[config.mk]
export PLATFORM = sky130hd
export DESIGN_NAME = byte_fifo
export DESIGN_NICKNAME = d
export VERILOG_FILES = /design/src/logic/byte_fifo.v
export SDC_FILE = /design/constraint.sdc
export NUM_CORES = 1
export LEC_CHECK = 0
export ABC_CLOCK_PERIOD_IN_PS = 7900
export BUFFER_PORTS_ARGS = -buffer_cell sky130_fd_sc_hd__buf_2
export CORE_UTILIZATION = 55
export CTS_BUF_LIST = sky130_fd_sc_hd__clkbuf_8
export DETAILED_ROUTE_END_ITERATION = 8
export PLACE_DENSITY = 0.74
export SLEW_MARGIN = 0
export SYNTH_ARGS = -nofsm -noshare
export SYNTH_HDL_FRONTEND = slang
export SYNTH_SLANG_ARGS = --single-unit
[constraint.sdc]
create_clock -name MCLK -period 7.9 [get_ports MCLK]
set_input_delay 1.58 -clock MCLK [delete_from_list [all_inputs] [get_ports MCLK]]
set_output_delay 1.58 -clock MCLK [all_outputs]
set_load 0.03 [all_outputs]
[src/logic/byte_fifo.v]
`timescale 1ns/1ps
module byte_fifo #(
  parameter WIDTH = 8,
  parameter DEPTH = 8,
  parameter AW    = 3
) (
  input  wire             MCLK,
  input  wire             RST_N,
  input  wire             IN_VALID,
  output wire             IN_READY,
  input  wire [WIDTH-1:0] IN_DATA,
  output wire             OUT_VALID,
  input  wire             OUT_READY,
  output wire [WIDTH-1:0] OUT_DATA
);
  reg [WIDTH-1:0] mem [0:DEPTH-1];
  reg [AW-1:0]    wr_q;
  reg [AW-1:0]    rd_q;
  reg [AW:0]      cnt_q;
  wire            push;
  wire            pop;

  assign IN_READY  = (cnt_q != DEPTH[AW:0]);
  assign OUT_VALID = (cnt_q != {(AW+1){1'b0}});
  assign OUT_DATA  = mem[rd_q];
  assign push      = IN_VALID & IN_READY;
  assign pop       = OUT_VALID & OUT_READY;

  always @(posedge MCLK) begin
    if (push) begin
      mem[wr_q] <= IN_DATA;
    end
  end

  always @(posedge MCLK or negedge RST_N) begin
    if (!RST_N) begin
      wr_q  <= {AW{1'b0}};
      rd_q  <= {AW{1'b0}};
      cnt_q <= {(AW+1){1'b0}};
    end else begin
      if (push) begin
        wr_q <= (wr_q == DEPTH[AW-1:0] - 1'b1) ? {AW{1'b0}} : wr_q + 1'b1;
      end
      if (pop) begin
        rd_q <= (rd_q == DEPTH[AW-1:0] - 1'b1) ? {AW{1'b0}} : rd_q + 1'b1;
      end
      if (push && !pop) begin
        cnt_q <= cnt_q + 1'b1;
      end else if (pop && !push) begin
        cnt_q <= cnt_q - 1'b1;
      end
    end
  end
endmodule

==> impl_metrics.env, run 1 <==
export IMPL_fin_crit_sh_pct=51.6
export IMPL_grt_antenna_before_repair=0
export IMPL_cp_arrival_ns=2.50
export IMPL_final_nets=210
export IMPL_core_um2=5540
export IMPL_critPathMaxFanout=19
export IMPL_use_met2_pct=34.6
export IMPL_syn_cell_area_um2=3160
export IMPL_skew_ns=0.00773
export IMPL_whs_path_depth=2
export IMPL_dp_hpwl_um=3560
export IMPL_top_usage_layer="met2"
export IMPL_insertion_delay_ns=0.34
export IMPL_final_cell_area_um2=3540
export IMPL_overflow=0
export IMPL_track_usage_pct=20.4
export IMPL_p_leak_nw=1.28
export IMPL_first_global_vias=1735
export IMPL_antenna_left=0
export IMPL_routed_wl_um=5470
export IMPL_hold_buffers=0
export IMPL_critical_path_endpoint_type="primary output"
export IMPL_chipWidth_um=77.9
export IMPL_ys_seq_area_share_pct=68.6
export IMPL_drv_cap=0
export IMPL_ff2ff_path_depth=7
export IMPL_startpoint_type="flip-flop"
export IMPL_drt_iter0_drc=76
export IMPL_drt_first_pass_iters=4
export IMPL_wire_per_inst_um=20.5
export IMPL_grtUsageMet1_pct=25.0
export IMPL_dieHeight_um=77.9
export IMPL_route_vias_total=1597
export IMPL_finalCriticalPeriod_ns=4.08
export IMPL_hp_class="reg2reg"
export IMPL_crit_type="reg2out"
export IMPL_peakVddDrop_uv=221
export IMPL_htree_levels=3
export IMPL_diodes=0
export IMPL_place_congestion=0.713
export IMPL_required_ns=6.32
export IMPL_ys_ff_latch=74
export IMPL_io_buffers=21
export IMPL_area_growth_pct=11.9
export IMPL_grt_max_degree=20
export IMPL_max_freq_ghz=0.245
export IMPL_placed_area_um2=3350
export IMPL_rsz0062_at_grt="no"
export IMPL_grt_pass1_wl_um=8720
export IMPL_dieArea_um2=6060
export IMPL_clk_pin_slew_worst_paths_ns=0.08
export IMPL_syn_inst=159
export IMPL_final_hold_viol_count=0
export IMPL_ctsResizeCount=0
export IMPL_worst_r2r_setup_slack_ns=5.00
export IMPL_grt_use_met3_pct=4.12
export IMPL_synth_edf_count=64
export IMPL_most_common_layout_cells="64 x edfxtp_1, 21 x buf_2, 10 x dfrtp_1"
export IMPL_drive_gt1_share_pct=32.8
export IMPL_ys_warn_count=0
export IMPL_final_util_pct=63.9
export IMPL_synth_avg_cell_area_um2=19.9
export IMPL_outcome="finished, final reports clean"
export IMPL_cts_tree="built"
export IMPL_slew_headroom_pct=32.3
export IMPL_powerDensity_nw_per_um2=382
export IMPL_drc=0
export IMPL_cts_setup_buffers=0
export IMPL_cts_num_sinks=74
export IMPL_layout_commonest_cell="edfxtp_1"
export IMPL_synth_ff_type="edfxtp_1"
export IMPL_setup_violations=0
export IMPL_cts_root_buf="clkbuf_8"
export IMPL_numCtsBuffers=9
export IMPL_tightest_slew_ns=1.02
export IMPL_tns_ns=0
export IMPL_via_per_inst=5.98
export IMPL_reg2reg_from="cnt_q[0]$_DFFE_PN0P_"
export IMPL_pin_count=22
export IMPL_ys_types=36
export IMPL_rows=27
export IMPL_async_flop_share_pct=13.5
export IMPL_hold_ws_ns=0.622
export IMPL_hp_start="cnt_q[2]$_DFFE_PN0P_"
export IMPL_hold_path_end="cnt_q[2]$_DFFE_PN0P_"
export IMPL_maxSlewViolCount=0
export IMPL_synthesis_nets=179
export IMPL_ctsLongestPathBuffers=2
export IMPL_timing_rr_end="cnt_q[3]$_DFFE_PN0P_"
export IMPL_start_util_pct=57.1
worst max-delay path by stage:
stage | startpoint | endpoint | depth (start not counted)
after floorplan | OUT_READY | cnt_q[3]$_DFFE_PN0P_ | 7
final | rd_q[0]$_DFFE_PN0P_ | OUT_DATA[0] | 3
after global routing | rd_q[0]$_DFFE_PN0P_ | OUT_DATA[0] | 3
after global placement | rd_q[0]$_DFFE_PN0P_ | OUT_DATA[4] | 3
after detailed placement | rd_q[0]$_DFFE_PN0P_ | OUT_DATA[0] | 3
after CTS | rd_q[0]$_DFFE_PN0P_ | OUT_DATA[0] | 3
routing by layer:
metal  share of wire [%]  wire, um
met5                   0         0
met1                  42      2290
met3                 2.8       154
met2                  54      2950
met4                 1.4        78
logic make-up after synthesis:
kind of cell / after synthesis / share of synthesized area (%)
compound gates: 9 / 2.25
xor+xnor: 2 / 0.554
fa+ha+maj: 8 / 3.40
buf+inv: 8 / 1.74
flops: 74 / 68.6
mux: 30 / 18.3
simple gates: 28 / 5.06
synthesized netlist by cell type (all sizes together) (2+ instances only):
master / instances / area share (%)
mux4: 16 / 12
nor2: 4 / 0.47
nand3: 3 / 0.47
nor3: 6 / 0.95
ha: 7 / 2.8
a21oi: 2 / 0.32
edfxtp: 64 / 61
nand2b: 3 / 0.59
o21ai: 2 / 0.32
dfrtp: 10 / 7.9
nand2: 5 / 0.83
mux2: 13 / 5.7
buf: 4 / 1.3
xnor2: 2 / 0.55
clkbuf: 2 / 0.24
or4: 2 / 0.47
inv: 2 / 0.24
o211ai: 2 / 0.47
per-stage QoR:
step / std cells / setup slack, ns / power [mW]
detailed placement: 251 / 4.16 / 1.08
CTS: 267 / 3.78 / 1.36
global route: 267 / 3.67 / 1.42
finish: 267 / 3.82 / 1.35
global placement: 251 / 4.20 / 1.04
floorplan: 159 / 4.67 / 0.968
critical path, stage by stage, from the launching register on:
cell and delay (ns):
dfrtp_1 1.02, mux4_1 0.68, mux2_4 0.28, buf_2 0.18
layout make-up:
| class | count | area [um2] |
|---|---|---|
| clock buffers | 9 | 124 |
| clock inverters | 7 | 68.8 |
| fillers | 399 | 2000 |
| inverters | 2 | 7.51 |
| multi-input cells | 77 | 937 |
| flip-flops and latches | 74 | 2170 |
| well taps | 72 | 90.1 |
| repair buffers | 26 | 143 |
where the power goes:
group | leakage [nW] | internal (mW) | switching, mW
registers | 0.700 | 0.503 | 0.102
logic | 0.475 | 0.238 | 0.226
clock network | 0.101 | 0.146 | 0.139
total | 1.28 | 0.886 | 0.467
sequential cells by signal (all words and copies together), names as in the netlist:
name and flops:
cnt_q 4, mem 64, rd_q 3, wr_q 3
No activity file was read; power rests on OpenSTA's default activity.
==> run 2, diff against run 1 <==
- ABC_AREA: not set -> 1
- ABC_CLOCK_PERIOD_IN_PS: 7900 -> 4050
- clock period: 7.9 -> 4.05 ns (I/O delays scaled with it)
==> run 2 against run 1 <==
  * Utilization grew 0.32 points
  * Area after synthesis grew 3.1%
  * Non-clock buffer count shrank 4
  * Routed wire length grew 11%
  * Critical path depth grew 6
  * Cell area grew 1.7%
  * Cell count grew 50%
  * Global-route usage grew 1.8 points
  * Combinational power grew 110%
  * Synthesized cell count grew 90%
  * Highest routed layer unchanged
==> impl_metrics.env, run 2 <==
export IMPL_top_regs="mem (64), cnt_q (4)"
export IMPL_insertion_delay_ns=0.35
export IMPL_startpoint_type="flip-flop"
export IMPL_async_flop_share_pct=13.5
export IMPL_ctsResizeCount=0
export IMPL_largest_register_ffs=64
export IMPL_hold_ws_ns=0.317
export IMPL_dp_hpwl_um=3740
export IMPL_htree_levels=3
export IMPL_max_freq_ghz=0.334
export IMPL_tightest_slew_ns=0.973
export IMPL_syn_cell_area_um2=3260
export IMPL_final_nets=344
export IMPL_grt_pass1_wl_um=9870
export IMPL_grt_max_degree=34
export IMPL_wire_per_inst_um=15.2
export IMPL_cts_setup_buffers=0
export IMPL_final_cell_area_um2=3600
export IMPL_start_util_pct=58.2
export IMPL_required_ns=3.24
export IMPL_outcome="finished, final reports clean"
export IMPL_overflow=0
export IMPL_syn_inst=302
export IMPL_synth_edf_count=64
export IMPL_drt_iter0_drc=177
export IMPL_yosys_mux_area_fraction_pct=0
export IMPL_p_leak_nw=1.47
export IMPL_critical_path_cell_chain="buf_4 > inv_8 > nand2_1 > nand2_1 > nand2_1 > o21ai_1 > nand2_1 > nand2_1 > buf_2"
export IMPL_area_growth_pct=10.4
export IMPL_p_total_mw=2.81
export IMPL_drive_gt1_share_pct=13.7
export IMPL_route_vias_total=2147
export IMPL_synthSimpleGateAreaFrac_pct=18.4
export IMPL_synth_area_top_cells="edfxtp_1 59%, nand2_1 14%, dfrtp_1 7.7%"
export IMPL_hp_class="in2async"
export IMPL_skew_ns=0.00621
export IMPL_critPathMaxFanout=33
export IMPL_fin_crit_sh_pct=73.9
export IMPL_setup_violations=0
export IMPL_grt_antenna_before_repair=0
export IMPL_final_hold_viol_count=0
export IMPL_critPathMostFrequentCell="nand2_1"
export IMPL_pin_count=22
export IMPL_synth_compound_area_share_pct=5.98
export IMPL_via_per_inst=5.35
export IMPL_antenna_left=0
export IMPL_synth_top_cell_area_share_pct=58.9
export IMPL_dieHeight_um=79.0
export IMPL_ys_ff_latch=74
export IMPL_layout_commonest_cell="nand2_1"
export IMPL_routed_wl_um=6100
export IMPL_diodes=0
export IMPL_drv_cap=0
export IMPL_place_congestion=0.793
export IMPL_core_um2=5610
export IMPL_placed_area_um2=3360
export IMPL_ys_warn_count=0
export IMPL_cts_num_sinks=74
export IMPL_drt_first_pass_iters=5
export IMPL_hold_buffers=0
export IMPL_numCtsBuffers=9
export IMPL_powerDensity_nw_per_um2=778
export IMPL_rsz0062_at_grt="no"
export IMPL_yosysMostFrequentCell="nand2_1"
export IMPL_final_util_pct=64.3
export IMPL_synth_top_cell_by_area="edfxtp_1"
export IMPL_finalCriticalPeriod_ns=2.99
export IMPL_drc=0
export IMPL_peakVddDrop_uv=501
export IMPL_tns_ns=0
export IMPL_track_usage_pct=22.2
export IMPL_synthAdderAreaFrac_pct=3.30
export IMPL_cts_root_buf="clkbuf_8"
export IMPL_regMostFlops="mem"
export IMPL_synth_commonest_cells="120 x nand2_1, 64 x edfxtp_1, 25 x nor2_1"
export IMPL_synth_avg_cell_area_um2=10.8
export IMPL_slew_headroom_pct=34.9
export IMPL_critical_path_max_stage_delay_ns=0.83
export IMPL_synth_ff_type="edfxtp_1"
export IMPL_crit_type="reg2out"
export IMPL_maxSlewViolCount=0
export IMPL_critical_path_slowest_cell="dfrtp_1"
export IMPL_dieArea_um2=6240
export IMPL_critical_path_endpoint_type="primary output"
export IMPL_ctsLongestPathBuffers=2
export IMPL_cp_arrival_ns=2.18
export IMPL_clk_pin_slew_worst_paths_ns=0.07
export IMPL_ys_seq_area_share_pct=66.6
export IMPL_synth_top_family_by_area="simple AND/OR/NAND/NOR gates"
export IMPL_chipWidth_um=79.0
export IMPL_cts_tree="built"
export IMPL_post_synth_xor_area_fraction_pct=0.537
export IMPL_ys_types=23
export IMPL_most_common_layout_cells="120 x nand2_1, 64 x edfxtp_1, 25 x nor2_1"
export IMPL_io_buffers=21
export IMPL_first_global_vias=2067
export IMPL_synthesis_nets=322
export IMPL_rows=27
-- run 2: changes by cell type after synthesis, sizes merged, moves of 3 or more --
cell    previous run  this run
inv                2        13
nand2              5       122
nor2               4        26
mux2              13         0
nand2b             3         0
o21ai              2        38
nor3               6         0
buf                4        11
mux4              16         0
-- run 2: cells by family (layout without fill, tap and decap cells) --
kind of cell | count (synthesis) | after routing
xor gates and xnor gates | 2 | 2
adders and majority gates | 8 | 8
buffers and inverters | 25 | 52
DFF | 74 | 74
and+or+nand+nor | 154 | 154
AOI/OAI and AO/OA | 39 | 39
-- run 2: area by class of cell --
cell class                      instances  area, um2
Sequential cell                        74       2170
Timing Repair Buffer                   22        113
Clock inverter                          6        106
Multi-Input combinational cell        203        920
Clock buffer                           10        138
Fill cell                             435       2000
Tap cell                               72       90.1
Inverter                               14       65.1
-- run 2: where the power goes --
part           switching [mW]  internal [mW]
clock                   0.263          0.423
sequential              0.151          0.974
combinational           0.675          0.320
total                    1.09           1.72
-- run 2: final timing paths --
check                      slack (ns)                   end            startpoint  cells after the start
setup / recovery                 1.06           OUT_DATA[7]   rd_q[0]$_DFFE_PN0P_                      9
hold / removal                   0.32   rd_q[2]$_DFFE_PN0P_                 RST_N                      1
setup reg to reg                 1.87  cnt_q[3]$_DFFE_PN0P_  cnt_q[0]$_DFFE_PN0P_                     12
hold reg to reg                  0.54  cnt_q[2]$_DFFE_PN0P_  cnt_q[2]$_DFFE_PN0P_                      2
max in group asynchronous        3.53   wr_q[0]$_DFFE_PN0P_                 RST_N                      1
min in group MCLK                0.54  cnt_q[2]$_DFFE_PN0P_  cnt_q[2]$_DFFE_PN0P_                      2
-- run 2: through the flow --
step	setup WS [ns]	cells
2_1_floorplan	1.79	302
3_3_place_gp	1.54	385
3_5_place_dp	1.46	385
4_1_cts	1.06	401
5_1_grt	0.882	401
6_report	1.06	401
-- run 2: routing by layer --
metal	share of wire (%)	up-vias	global-route usage, %
met4	2.6	0	15.5
li1	-	1044	-
met3	5.5	16	4.14
met1	42	1018	27.8
met2	50	69	34.9
met5	0	-	0
-- run 2: critical path, delay by kind of cell, from the launching register on --
family | cells | cell delay [ns]
compound gates | 1 | 0.08
buf+inv | 3 | 0.59
flops | 1 | 0.83
simple gates | 5 | 0.30
